==> src/cgp_pkg.sv <==
// package for the general coprocessor instruction handshake
// assumes a single clock shared by processor end and coprocessor end
package cgp_pkg;
    localparam logic [3:0]  OPCLASS_LINE      = 4'hF;
    localparam int          OPCLASS_HI        = 15;
    localparam int          OPCLASS_LO        = 12;
    localparam int          COPROCESSOR_IDENTIFIER_HI           = 11;
    localparam int          COPROCESSOR_IDENTIFIER_LO           = 9;
    localparam int          CAT_HI            = 8;
    localparam int          CAT_LO            = 6;
    localparam logic [2:0]  CAT_GENERAL       = 3'h0;
    localparam int          EA_HI             = 5;
    localparam int          EA_LO             = 0;
    localparam logic [2:0]  FC_CPU_SPACE      = 3'h7;
    localparam logic [3:0]  CYC_COPROC        = 4'h2;
    localparam int          CYC_HI            = 19;
    localparam int          CYC_LO            = 16;
    localparam int          ID_HI             = 15;
    localparam int          ID_LO             = 13;
    localparam logic [4:0]  REG_RESPONSE      = 5'h00;
    localparam logic [4:0]  REG_COMMAND       = 5'h0A;
    localparam logic [4:0]  REG_OPERAND       = 5'h10;
    // response word layout: bit15 releases, bit14 repeat request,
    // bit13 asks for an address calculation, bit12 processing finished
    localparam int          RSP_RELEASE       = 15;
    localparam int          RSP_REPEAT        = 14;
    localparam int          RSP_EA_REQ        = 13;
    localparam int          RSP_DONE          = 12;
    localparam logic [15:0] RSP_RESET         = 16'h0000;
    localparam logic [3:0]  SVC_CYCLES        = 4'h3;
    typedef enum logic [2:0] {
        CGP_IDLE   = 3'b000,
        CGP_CMD    = 3'b001,
        CGP_RSP    = 3'b011,
        CGP_SVC    = 3'b010,
        CGP_REL    = 3'b110,
        CGP_BAD    = 3'b111
    } cgp_state_t;
endpackage

==> src/cgp_if.sv <==
// interface joining processor end and coprocessor end
// assumes both ends run on the same clk; one word bus cycle at a time
`timescale 1ns/10ps
`default_nettype none
interface cgp_if;
    logic [2:0]  fc;
    logic [31:0] addr;
    logic        as_n;
    logic        rw;
    logic [15:0] wdata;
    logic [15:0] rdata;
    logic        dsack_n;
    modport proc (output fc, output addr, output as_n, output rw, output wdata,
                  input rdata, input dsack_n);
    modport copro (input fc, input addr, input as_n, input rw, input wdata,
                   output rdata, output dsack_n);
endinterface
`default_nettype wire

==> src/cgp_proc.sv <==
// processor end: runs a general coprocessor instruction over the bus
// assumes a coprocessor that terminates every cycle with dsack_n
//
// The address-and-strobe port and the address map were decided locally.
`timescale 1ns/10ps
`default_nettype none
module cgp_proc (
    input  wire logic        clk,
    input  wire logic        reset_n,
    input  wire logic        instr_valid,
    input  wire logic [15:0] op_word,
    input  wire logic [15:0] cmd_word,
    input  wire logic [15:0] ext_word,
    input  wire logic [31:0] scan_ptr,
    input  wire logic        trace_pending,
    output logic             busy,
    output logic             illegal,
    output logic             release_pulse,
    output logic [31:0]      next_fetch,
    output logic [5:0]       ea_spec,
    output logic [15:0]      ea_ext,
    output logic             ea_strobe,
    cgp_if.proc              bus
);
    cgp_pkg::cgp_state_t state_ff, nxt_state;
    logic [15:0] op_ff, nxt_op;
    logic [15:0] cmd_ff, nxt_cmd;
    logic [15:0] ext_ff, nxt_ext;
    logic [15:0] rsp_ff, nxt_rsp;
    logic [3:0]  svc_ff, nxt_svc;
    logic        cyc_ff, nxt_cyc;
    logic        ack_s1_ff, ack_s2_ff;
    logic [15:0] rd_s1_ff, rd_s2_ff;
    logic        busy_ff, nxt_busy, ill_ff, nxt_ill, rel_ff, nxt_rel;
    logic [31:0] nf_ff, nxt_nf;
    logic [5:0]  eas_ff, nxt_eas;
    logic [15:0] eax_ff, nxt_eax;
    logic        eas_stb_ff, nxt_eas_stb;
    logic [2:0]  fc_ff, nxt_fc;
    logic [31:0] addr_ff, nxt_addr;
    logic        as_ff, nxt_as;
    logic        rw_ff, nxt_rw;
    logic [15:0] wd_ff, nxt_wd;

    function automatic logic [31:0] cir_addr(input logic [2:0] id, input logic [4:0] sel);
        cir_addr = '0;
        cir_addr[cgp_pkg::CYC_HI:cgp_pkg::CYC_LO] = cgp_pkg::CYC_COPROC;
        cir_addr[cgp_pkg::ID_HI:cgp_pkg::ID_LO] = id;
        cir_addr[4:0] = sel;
    endfunction

    function automatic logic is_general(input logic [15:0] w);
        is_general = (w[cgp_pkg::OPCLASS_HI:cgp_pkg::OPCLASS_LO] == cgp_pkg::OPCLASS_LINE)
                  && (w[cgp_pkg::CAT_HI:cgp_pkg::CAT_LO] == cgp_pkg::CAT_GENERAL);
    endfunction

    // dsack and read data come from another device: two flops first
    always_ff @(posedge clk or negedge reset_n) begin
        if (!reset_n) begin
            ack_s1_ff <= 1'b0;
            ack_s2_ff <= 1'b0;
            rd_s1_ff  <= 16'h0000;
            rd_s2_ff  <= 16'h0000;
        end else begin
            ack_s1_ff <= ~bus.dsack_n;
            ack_s2_ff <= ack_s1_ff;
            rd_s1_ff  <= bus.rdata;
            rd_s2_ff  <= rd_s1_ff;
        end
    end

    always_comb begin
        nxt_state   = state_ff;
        nxt_op      = op_ff;
        nxt_cmd     = cmd_ff;
        nxt_ext     = ext_ff;
        nxt_rsp     = rsp_ff;
        nxt_svc     = svc_ff;
        nxt_cyc     = cyc_ff;
        nxt_busy    = busy_ff;
        nxt_ill     = 1'b0;
        nxt_rel     = 1'b0;
        nxt_nf      = nf_ff;
        nxt_eas     = eas_ff;
        nxt_eax     = eax_ff;
        nxt_eas_stb = 1'b0;
        nxt_fc      = fc_ff;
        nxt_addr    = addr_ff;
        nxt_as      = as_ff;
        nxt_rw      = rw_ff;
        nxt_wd      = wd_ff;
        unique case (state_ff)
            cgp_pkg::CGP_IDLE: begin
                if (instr_valid) begin
                    if (is_general(op_word)) begin
                        nxt_op    = op_word;
                        nxt_cmd   = cmd_word;
                        nxt_ext   = ext_word;
                        nxt_busy  = 1'b1;
                        nxt_state = cgp_pkg::CGP_CMD;
                    end else begin
                        nxt_ill = 1'b1;
                    end
                end
            end
            cgp_pkg::CGP_CMD: begin
                if (!cyc_ff) begin
                    nxt_cyc  = 1'b1;
                    nxt_fc   = cgp_pkg::FC_CPU_SPACE;
                    nxt_addr = cir_addr(op_ff[cgp_pkg::COPROCESSOR_IDENTIFIER_HI:cgp_pkg::COPROCESSOR_IDENTIFIER_LO],
                                        cgp_pkg::REG_COMMAND);
                    nxt_rw   = 1'b0;
                    nxt_wd   = cmd_ff;
                    nxt_as   = 1'b1;
                end else if (as_ff && ack_s2_ff) begin
                    nxt_as = 1'b0;
                end else if (!as_ff && !ack_s2_ff) begin
                    nxt_cyc   = 1'b0;
                    nxt_state = cgp_pkg::CGP_RSP;
                end
            end
            cgp_pkg::CGP_RSP: begin
                if (!cyc_ff) begin
                    nxt_cyc  = 1'b1;
                    nxt_fc   = cgp_pkg::FC_CPU_SPACE;
                    nxt_addr = cir_addr(op_ff[cgp_pkg::COPROCESSOR_IDENTIFIER_HI:cgp_pkg::COPROCESSOR_IDENTIFIER_LO],
                                        cgp_pkg::REG_RESPONSE);
                    nxt_rw   = 1'b1;
                    nxt_as   = 1'b1;
                end else if (as_ff && ack_s2_ff) begin
                    nxt_rsp = rd_s2_ff;
                    nxt_as  = 1'b0;
                end else if (!as_ff && !ack_s2_ff) begin
                    nxt_cyc = 1'b0;
                    nxt_svc = cgp_pkg::SVC_CYCLES;
                    if (rsp_ff[cgp_pkg::RSP_EA_REQ]) begin
                        nxt_eas     = op_ff[cgp_pkg::EA_HI:cgp_pkg::EA_LO];
                        nxt_eax     = ext_ff;
                        nxt_eas_stb = 1'b1;
                    end
                    if (rsp_ff[cgp_pkg::RSP_REPEAT] || rsp_ff[cgp_pkg::RSP_EA_REQ])
                        nxt_state = cgp_pkg::CGP_SVC;
                    else if (rsp_ff[cgp_pkg::RSP_RELEASE]
                             && (!trace_pending || rsp_ff[cgp_pkg::RSP_DONE]))
                        nxt_state = cgp_pkg::CGP_REL;
                    else
                        nxt_state = cgp_pkg::CGP_SVC;
                end
            end
            cgp_pkg::CGP_SVC: begin
                // fixed service time stands in for the processor's own work
                nxt_svc = svc_ff - 4'h1;
                if (svc_ff == 4'h0)
                    nxt_state = cgp_pkg::CGP_RSP;
            end
            cgp_pkg::CGP_REL: begin
                nxt_nf    = scan_ptr;
                nxt_rel   = 1'b1;
                nxt_busy  = 1'b0;
                nxt_fc    = 3'h0;
                nxt_addr  = '0;
                nxt_state = cgp_pkg::CGP_IDLE;
            end
            default: nxt_state = cgp_pkg::CGP_IDLE;
        endcase
    end

    always_ff @(posedge clk or negedge reset_n) begin
        if (!reset_n) begin
            state_ff   <= cgp_pkg::CGP_IDLE;
            op_ff      <= 16'h0000;
            cmd_ff     <= 16'h0000;
            ext_ff     <= 16'h0000;
            rsp_ff     <= cgp_pkg::RSP_RESET;
            svc_ff     <= 4'h0;
            cyc_ff     <= 1'b0;
            busy_ff    <= 1'b0;
            ill_ff     <= 1'b0;
            rel_ff     <= 1'b0;
            nf_ff      <= 32'h0000_0000;
            eas_ff     <= 6'h00;
            eax_ff     <= 16'h0000;
            eas_stb_ff <= 1'b0;
            fc_ff      <= 3'h0;
            addr_ff    <= 32'h0000_0000;
            as_ff      <= 1'b0;
            rw_ff      <= 1'b1;
            wd_ff      <= 16'h0000;
        end else begin
            state_ff   <= nxt_state;
            op_ff      <= nxt_op;
            cmd_ff     <= nxt_cmd;
            ext_ff     <= nxt_ext;
            rsp_ff     <= nxt_rsp;
            svc_ff     <= nxt_svc;
            cyc_ff     <= nxt_cyc;
            busy_ff    <= nxt_busy;
            ill_ff     <= nxt_ill;
            rel_ff     <= nxt_rel;
            nf_ff      <= nxt_nf;
            eas_ff     <= nxt_eas;
            eax_ff     <= nxt_eax;
            eas_stb_ff <= nxt_eas_stb;
            fc_ff      <= nxt_fc;
            addr_ff    <= nxt_addr;
            as_ff      <= nxt_as;
            rw_ff      <= nxt_rw;
            wd_ff      <= nxt_wd;
        end
    end

    assign busy          = busy_ff;
    assign illegal       = ill_ff;
    assign release_pulse = rel_ff;
    assign next_fetch    = nf_ff;
    assign ea_spec       = eas_ff;
    assign ea_ext        = eax_ff;
    assign ea_strobe     = eas_stb_ff;
    assign bus.fc        = fc_ff;
    assign bus.addr      = addr_ff;
    assign bus.as_n      = ~as_ff;
    assign bus.rw        = rw_ff;
    assign bus.wdata     = wd_ff;
endmodule
`default_nettype wire

==> src/flat_wrapper.sv <==
// flat-port wrapper written by rule: the top's interface ports become plain ports
module cgp_proc_flat 
  (clk, reset_n, instr_valid, op_word, cmd_word, ext_word, scan_ptr, trace_pending, busy, illegal, release_pulse, next_fetch, ea_spec, ea_ext, ea_strobe, bus_fc, bus_addr, bus_as_n, bus_rw, bus_wdata, bus_rdata, bus_dsack_n);
  cgp_if bus_i ();
  input  wire logic clk;
  input  wire logic reset_n;
  input  wire logic instr_valid;
  input  wire logic [15:0] op_word;
  input  wire logic [15:0] cmd_word;
  input  wire logic [15:0] ext_word;
  input  wire logic [31:0] scan_ptr;
  input  wire logic trace_pending;
  output logic busy;
  output logic illegal;
  output logic release_pulse;
  output logic [31:0] next_fetch;
  output logic [5:0] ea_spec;
  output logic [15:0] ea_ext;
  output logic ea_strobe;
  output wire logic [$bits(bus_i.fc)-1:0] bus_fc;
  output wire logic [$bits(bus_i.addr)-1:0] bus_addr;
  output wire logic [$bits(bus_i.as_n)-1:0] bus_as_n;
  output wire logic [$bits(bus_i.rw)-1:0] bus_rw;
  output wire logic [$bits(bus_i.wdata)-1:0] bus_wdata;
  input wire logic [$bits(bus_i.rdata)-1:0] bus_rdata;
  input wire logic [$bits(bus_i.dsack_n)-1:0] bus_dsack_n;
  assign bus_fc = bus_i.fc;
  assign bus_addr = bus_i.addr;
  assign bus_as_n = bus_i.as_n;
  assign bus_rw = bus_i.rw;
  assign bus_wdata = bus_i.wdata;
  assign bus_i.rdata = bus_rdata;
  assign bus_i.dsack_n = bus_dsack_n;
  cgp_proc u_core (.clk(clk), .reset_n(reset_n), .instr_valid(instr_valid), .op_word(op_word), .cmd_word(cmd_word), .ext_word(ext_word), .scan_ptr(scan_ptr), .trace_pending(trace_pending), .busy(busy), .illegal(illegal), .release_pulse(release_pulse), .next_fetch(next_fetch), .ea_spec(ea_spec), .ea_ext(ea_ext), .ea_strobe(ea_strobe), .bus(bus_i));
endmodule
==> config.mk <==
export PLATFORM = sky130hd
export DESIGN_NAME = cgp_proc_flat
export DESIGN_NICKNAME = d
export VERILOG_FILES = /design/src/cgp_pkg.sv /design/src/cgp_if.sv /design/src/cgp_proc.sv /design/src/flat_wrapper.sv
export SDC_FILE = /design/constraint.sdc
export NUM_CORES = 1
export LEC_CHECK = 0
export BUFFER_PORTS_ARGS = -buffer_cell sky130_fd_sc_hd__clkbuf_2
export CAP_MARGIN = 20
export CORE_AREA = 10 10 161 163
export CTS_CLUSTER_DIAMETER = 30
export DETAILED_ROUTE_END_ITERATION = 8
export DIE_AREA = 0 0 171 173
export GPL_ROUTABILITY_DRIVEN = 0
export GPL_TIMING_DRIVEN = 0
export SYNTH_ARGS = -nofsm -noshare
export SYNTH_HDL_FRONTEND = slang
export SYNTH_SLANG_ARGS = --single-unit
==> constraint.sdc <==
create_clock -name clk -period 2.3 [get_ports clk]
set_clock_uncertainty 0.05 [all_clocks]
set_input_delay 0 -clock clk [delete_from_list [all_inputs] [get_ports clk]]
set_output_delay 0 -clock clk [all_outputs]
set_load 0.03 [all_outputs]
==> flow_summary.json, run 1 <==
{
  "status": "complete, no violations",
  "min_period_ns": 2.04,
  "pin_count": 212,
  "setup_violations": 0,
  "drt_wl_total_um": 15700,
  "area_growth_pct": 49.2,
  "start_kind": "register",
  "synth_edf_count": 0,
  "dp_hpwl_um": 10900,
  "coreArea_um2": 22600,
  "crit_type": "register to register",
  "netlist_top_cells_area": "dfrtp_1, mux2_4, mux2_2",
  "cts_tree": "done",
  "peakVddDrop_uv": 410,
  "drt_iter0_drc": 164,
  "worst_pin_slew_ns": 0.841,
  "dr_total_vias": 4115,
  "ys_async_sr_fraction_pct": 100,
  "portBuffers": 173,
  "ant_nets": 0,
  "yosysTopAreaCell": "dfrtp_1",
  "rsz0062_at_grt": "false",
  "grt_pass1_vias": 4445,
  "required_ns": 2.54,
  "synth_top_flop_cell": "dfrtp_1",
  "max_cap_viol_count": 0,
  "hold_viol": 0,
  "final_nets": 842,
  "syn_avg_cell_area_um2": 13.5,
  "timing.rr.start": "u_core.state_ff[2]$_DFFE_PN0P_",
  "yosys.area.top_type_share_pct": 62.1,
  "period_share_pct": 88.7,
  "r2r_cells": 5,
  "final_cell_mix": "clkbuf_2, dfrtp_1, nand2_1, dlygate4sd3_1, mux2_2",
  "worst_hold_path_type": "primary input to asynchronous set/reset pin",
  "chipHeight_um": 173,
  "placement_rows": 55,
  "wl_per_cell_um": 15.2,
  "seq_area_frac_synth_pct": 62.6,
  "power_density_nw_per_um2": 876,
  "worstPathArrival_ns": 2.28,
  "setup_tns_ns": 0,
  "final_common_cell": "clkbuf_2",
  "syn_inst": 431,
  "cts_sinks": 145,
  "htreeDepth": 4,
  "numCtsBuffers": 17,
  "slew-limit-headroom_pct": 43.2,
  "drv_slew": 0,
  "antenna_found_initial": 0,
  "die_w_um": 171,
  "synth_area_um2": 5800,
  "power_mw": 7.59,
  "grt_pass1_wl_um": 24800,
  "leakage_nw": 4.61,
  "r2r-end": "u_core.bus.wdata[11]$_DFFE_PN0P_",
  "drc": 0,
  "grt_overflow": 0,
  "grt_max_degree": 106,
  "n_antenna_cell": 0,
  "clock_path_buffers": 2,
  "path_clk_slew_ns": 0.06,
  "cp-end-kind": "register",
  "ys_seq_elements": 145,
  "grt_use_total_pct": 10.6,
  "dieArea_um2": 29600,
  "insertion_delay_ns": 0.41,
  "drive_gt1_share_pct": 44.9,
  "cts-root-buf": "clkbuf_16",
  "yosys_warnings": 0,
  "fmaxAchievable_mhz": 490,
  "synthDistinctLibCells": 38,
  "path_max_fanout": 10,
  "vias_per_cell": 3.97,
  "r2r_slack_ns": 0.26,
  "first_pass_iters": 4,
  "start_util_pct": 25.7
}
[layout make-up]
class | instances | area (um2)
fill | 2143 | 13900
sequential | 145 | 3630
multi-input combinational | 259 | 1930
timing repair buffer | 265 | 1800
clock buffer | 18 | 439
tap | 285 | 357
buffer | 45 | 320
clock inverter | 12 | 158
inverter | 7 | 26.3
[synth_stat cells, types with 4 or more instances]
cell and count:
and3_1 4, dfrtp_1 144, buf_4 29, nand2_1 98, mux2_2 45, nor2_1 6, clkbuf_1 7, buf_6 5
inv_1 6, a21o_1 5, mux2_4 39, a21oi_1 5
[logic make-up (layout without fill, tap and decap cells)]
logic type                 Yosys count  after routing  synth area share, %
AOI/OAI and AO/OA                   17             17                 1.98
xor gates and xnor gates             1              1                0.151
adders and majority gates            1              1                0.216
buffers and inverters               52            347                 5.95
DFF                                145            145                 62.6
muxes                               84             84                 18.8
other                                1             26               0.0646
and+or+nand+nor                    130            130                 10.2
[worst max-delay path by stage]
stage                                              start  depth (start not counted)                               end  slack [ns]
after CTS                 u_core.state_ff[2]$_DFFE_PN0P_                          5  u_core.bus.wdata[11]$_DFFE_PN0P_        0.03
after global routing      u_core.state_ff[2]$_DFFE_PN0P_                          5   u_core.bus.wdata[7]$_DFFE_PN0P_        0.14
after floorplan           u_core.state_ff[2]$_DFFE_PN0P_                          5      u_core.cmd_ff[0]$_DFFE_PN0P_        0.46
after global placement                           reset_n                          1   u_core.bus.wdata[9]$_DFFE_PN0P_       -1.44
after detailed placement  u_core.state_ff[2]$_DFFE_PN0P_                          5  u_core.bus.wdata[11]$_DFFE_PN0P_        0.01
final                     u_core.state_ff[2]$_DFFE_PN0P_                          5  u_core.bus.wdata[11]$_DFFE_PN0P_        0.26
[layer usage]
layer  vias to the layer above  routed length [um]  part of all wire (%)  track usage, %
li1                       1998                   -                     -               -
met1                      1987                6800                    43            12.4
met2                       124                7450                    47            17.1
met3                         6                1350                   8.6            4.94
met4                         0                  94                  0.60            2.17
met5                         -                   0                     0               0
[through the flow]
step / std cells / util, % / hold slack [ns] / setup slack [ns] / cell area [um2]
after floorplan: 456 / - / -0.346 / 0.463 / 5900
after global placement: 914 / 31.5 / 0.0606 / -1.44 / 7120
after detailed placement: 915 / 31.7 / -0.0994 / 0.0130 / 7150
after CTS: 1031 / 38.2 / 0.0299 / 0.0296 / 8610
after global routing: 1036 / 38.4 / 0.0491 / 0.143 / 8660
final: 1036 / 38.4 / 0.0313 / 0.260 / 8660
[worst max-delay path, cell delays in order (launching register included)]
cell and delay [ns]:
dfrtp_1 0.37, buf_6 0.14, nand2b_1 0.21, nor3_4 0.42, buf_2 0.36, mux2_2 0.37
[power by group]
part	switching (mW)	internal, mW	leakage [nW]
logic	1.01	0.644	2.52
clock network	1.09	1.73	0.285
registers	0.223	2.88	1.80
[flip-flops by register name (all words and copies together), names as in the netlist, 3 cells and up]
register	flops
u_core.next_fetch	32
u_core.bus.wdata	16
u_core.cmd_ff	16
u_core.ea_ext	16
u_core.ext_ff	16
u_core.op_ff	9
u_core.ea_spec	6
u_core.bus.addr	5
u_core.rd_s1_ff	4
u_core.rd_s2_ff	4
u_core.rsp_ff	4
u_core.svc_ff	4
u_core.state_ff	3
[repair_timing]
| action | CTS | global route |
|---|---|---|
| setup buffers | 0 | 5 |
| setup endpoints to repair | 0 | 62 |
| hold buffers | 86 | 0 |
| hold endpoints to repair | 225 | 0 |
| gates resized for setup | 0 | 3 |
Power figures use the tool's default switching activity.
==> inputs of run 2 (changes only) <==
CELL_PAD_IN_SITES_DETAIL_PLACEMENT = 1   (was not set)
CELL_PAD_IN_SITES_GLOBAL_PLACEMENT = 2   (was not set)
PLACE_DENSITY_LB_ADDON = 0.1   (was not set)
SLEW_MARGIN = 10   (was not set)
==> flow_summary.json, run 2 (synthesis gave the netlist of run 1 again) <==
{
  "final_common_cell": "clkbuf_2",
  "dp_hpwl_um": 12200,
  "worstPathArrival_ns": 2.34,
  "path_max_fanout": 10,
  "fmaxAchievable_mhz": 479,
  "largest_reg_flops": 32,
  "dieArea_um2": 29600,
  "clock_path_buffers": 2,
  "path_clk_slew_ns": 0.06,
  "seq_area_um2": 3630,
  "peakVddDrop_uv": 404,
  "start_util_pct": 25.7,
  "path_cells": "nor2b_1 -> nand4_1 -> buf_2 -> mux2_2",
  "period_share_pct": 90.9,
  "chipHeight_um": 173,
  "grt_max_degree": 81,
  "ant_nets": 0,
  "power_density_nw_per_um2": 877,
  "crit_path_max_incr_delay_ns": 0.47,
  "worst_hold_path_type": "primary input to register",
  "placed_cells": 915,
  "drive_gt1_share_pct": 45.1,
  "coreArea_um2": 22600,
  "drt_iter0_drc": 101,
  "drc": 0,
  "slowest_stage": "dfrtp_1",
  "cts-root-buf": "clkbuf_16",
  "wl_per_cell_um": 16.0,
  "slew-limit-headroom_pct": 48.1,
  "rsz0062_at_grt": "false",
  "area_growth_pct": 48.8,
  "max_cap_viol_count": 0,
  "leakage_nw": 4.60,
  "grt_overflow": 0,
  "first_pass_iters": 4,
  "critPathTopFamily": "simple AND/OR/NAND/NOR gates",
  "numCtsBuffers": 17,
  "htreeDepth": 4,
  "power_mw": 7.57,
  "pin_count": 212,
  "path_buf_inv": 1,
  "vias_per_cell": 4.05,
  "required_ns": 2.55,
  "drt_wl_total_um": 16500,
  "start_kind": "register",
  "antenna_found_initial": 0,
  "final_cells": 1033,
  "cts_sinks": 145,
  "final_nets": 837,
  "multi_input_area_um2": 1940,
  "min_period_ns": 2.09,
  "nFillCells": 2483,
  "n_antenna_cell": 0,
  "final_cell_mix": "clkbuf_2, dfrtp_1, nand2_1, dlygate4sd3_1, mux2_2",
  "cts_tree": "done",
  "insertion_delay_ns": 0.41,
  "drv_slew": 0,
  "portBuffers": 173,
  "grt_pass1_vias": 4747,
  "placement_rows": 55,
  "setup_violations": 0,
  "status": "complete, no violations",
  "dr_total_vias": 4188,
  "r2r_cells": 4,
  "crit_type": "register to register",
  "hold_viol": 0,
  "hold_depth": 4,
  "grt_pass1_wl_um": 26600,
  "grt_use_total_pct": 11.3,
  "cp-end-kind": "register",
  "worst_pin_slew_ns": 0.768,
  "crit_cells": 4,
  "die_w_um": 171
}
==> run 2: cell types whose count changed in the layout (fill, tap and decap cells not counted), sizes merged <==
cell      before  now
inv            9    8
clkinvlp       3    4
buf           44   38
bufinv         3    2
clkbuf       198  201
clkinv         4    5
==> run 2: where the power goes <==
| part | internal [mW] | switching, mW |
|---|---|---|
| Clock | 1.69 | 1.10 |
| Sequential | 2.88 | 0.237 |
| Combinational | 0.647 | 1.02 |
==> run 2: final timing paths <==
kind | startpoint | to | slack (ns)
worst max-delay path | u_core.state_ff[0]$_DFFE_PN0P_ | u_core.ea_spec[5]$_DFFE_PN0P_ | 0.21
worst min-delay path | op_word[7] | u_core.ext_ff[15]$_DFFE_PN0P_ | 0.08
worst max register to register | u_core.state_ff[0]$_DFFE_PN0P_ | u_core.ea_spec[5]$_DFFE_PN0P_ | 0.21
worst min register to register | u_core.rd_s1_ff[15]$_DFF_PN0_ | u_core.rd_s2_ff[15]$_DFF_PN0_ | 0.30
max in group asynchronous | reset_n | u_core.op_ff[2]$_DFFE_PN0P_ | 1.29
min in group asynchronous | reset_n | u_core.next_fetch[9]$_DFFE_PN0P_ | 0.09
==> run 2: final cells by class <==
type / count / area share (%)
Clock buffer: 20 / 5.41
Timing Repair Buffer: 260 / 20.4
Multi-Input combinational cell: 259 / 22.4
Sequential cell: 145 / 42.0
Clock inverter: 12 / 1.52
Buffer: 45 / 3.74
Tap cell: 285 / 4.13
Inverter: 7 / 0.304
==> run 2: through the flow <==
step / utilization [%] / hold WS [ns] / setup TNS [ns] / cell area, um2 / setup slack, ns
6_report: 38.2 / 0.0754 / 0 / 8630 / 0.210
5_1_grt: 38.2 / 0.0935 / 0 / 8630 / 0.0122
4_1_cts: 38.2 / 0.0686 / 0 / 8620 / 0.0514
3_5_place_dp: 31.7 / -0.0104 / 0 / 7150 / 0.00760
3_3_place_gp: 31.5 / 0.0620 / -203.21 / 7120 / -1.42
2_1_floorplan: - / -0.346 / 0 / 5900 / 0.463
==> run 2: routing by layer <==
layer / track usage, % / wire length (um)
met1: 14.2 / 7490
met3: 4.76 / 1310
met4: 3.26 / 143
met5: 0 / 0
met2: 17.4 / 7540
==> run 2: worst reg2reg max path, cell delays in order, from the launching register on <==
cell	delay, ns
dfrtp_1	0.47
nor2b_1	0.43
nand4_1	0.38
buf_2	0.35
mux2_2	0.30
==> run 2: repair_timing <==
| item | CTS | global route |
|---|---|---|
| resized for setup | 1 | 7 |
| setup buffers | 0 | 0 |
| hold buffers | 86 | 0 |
| hold endpoints to repair | 146 | 0 |
| setup endpoints to repair | 8 | 53 |
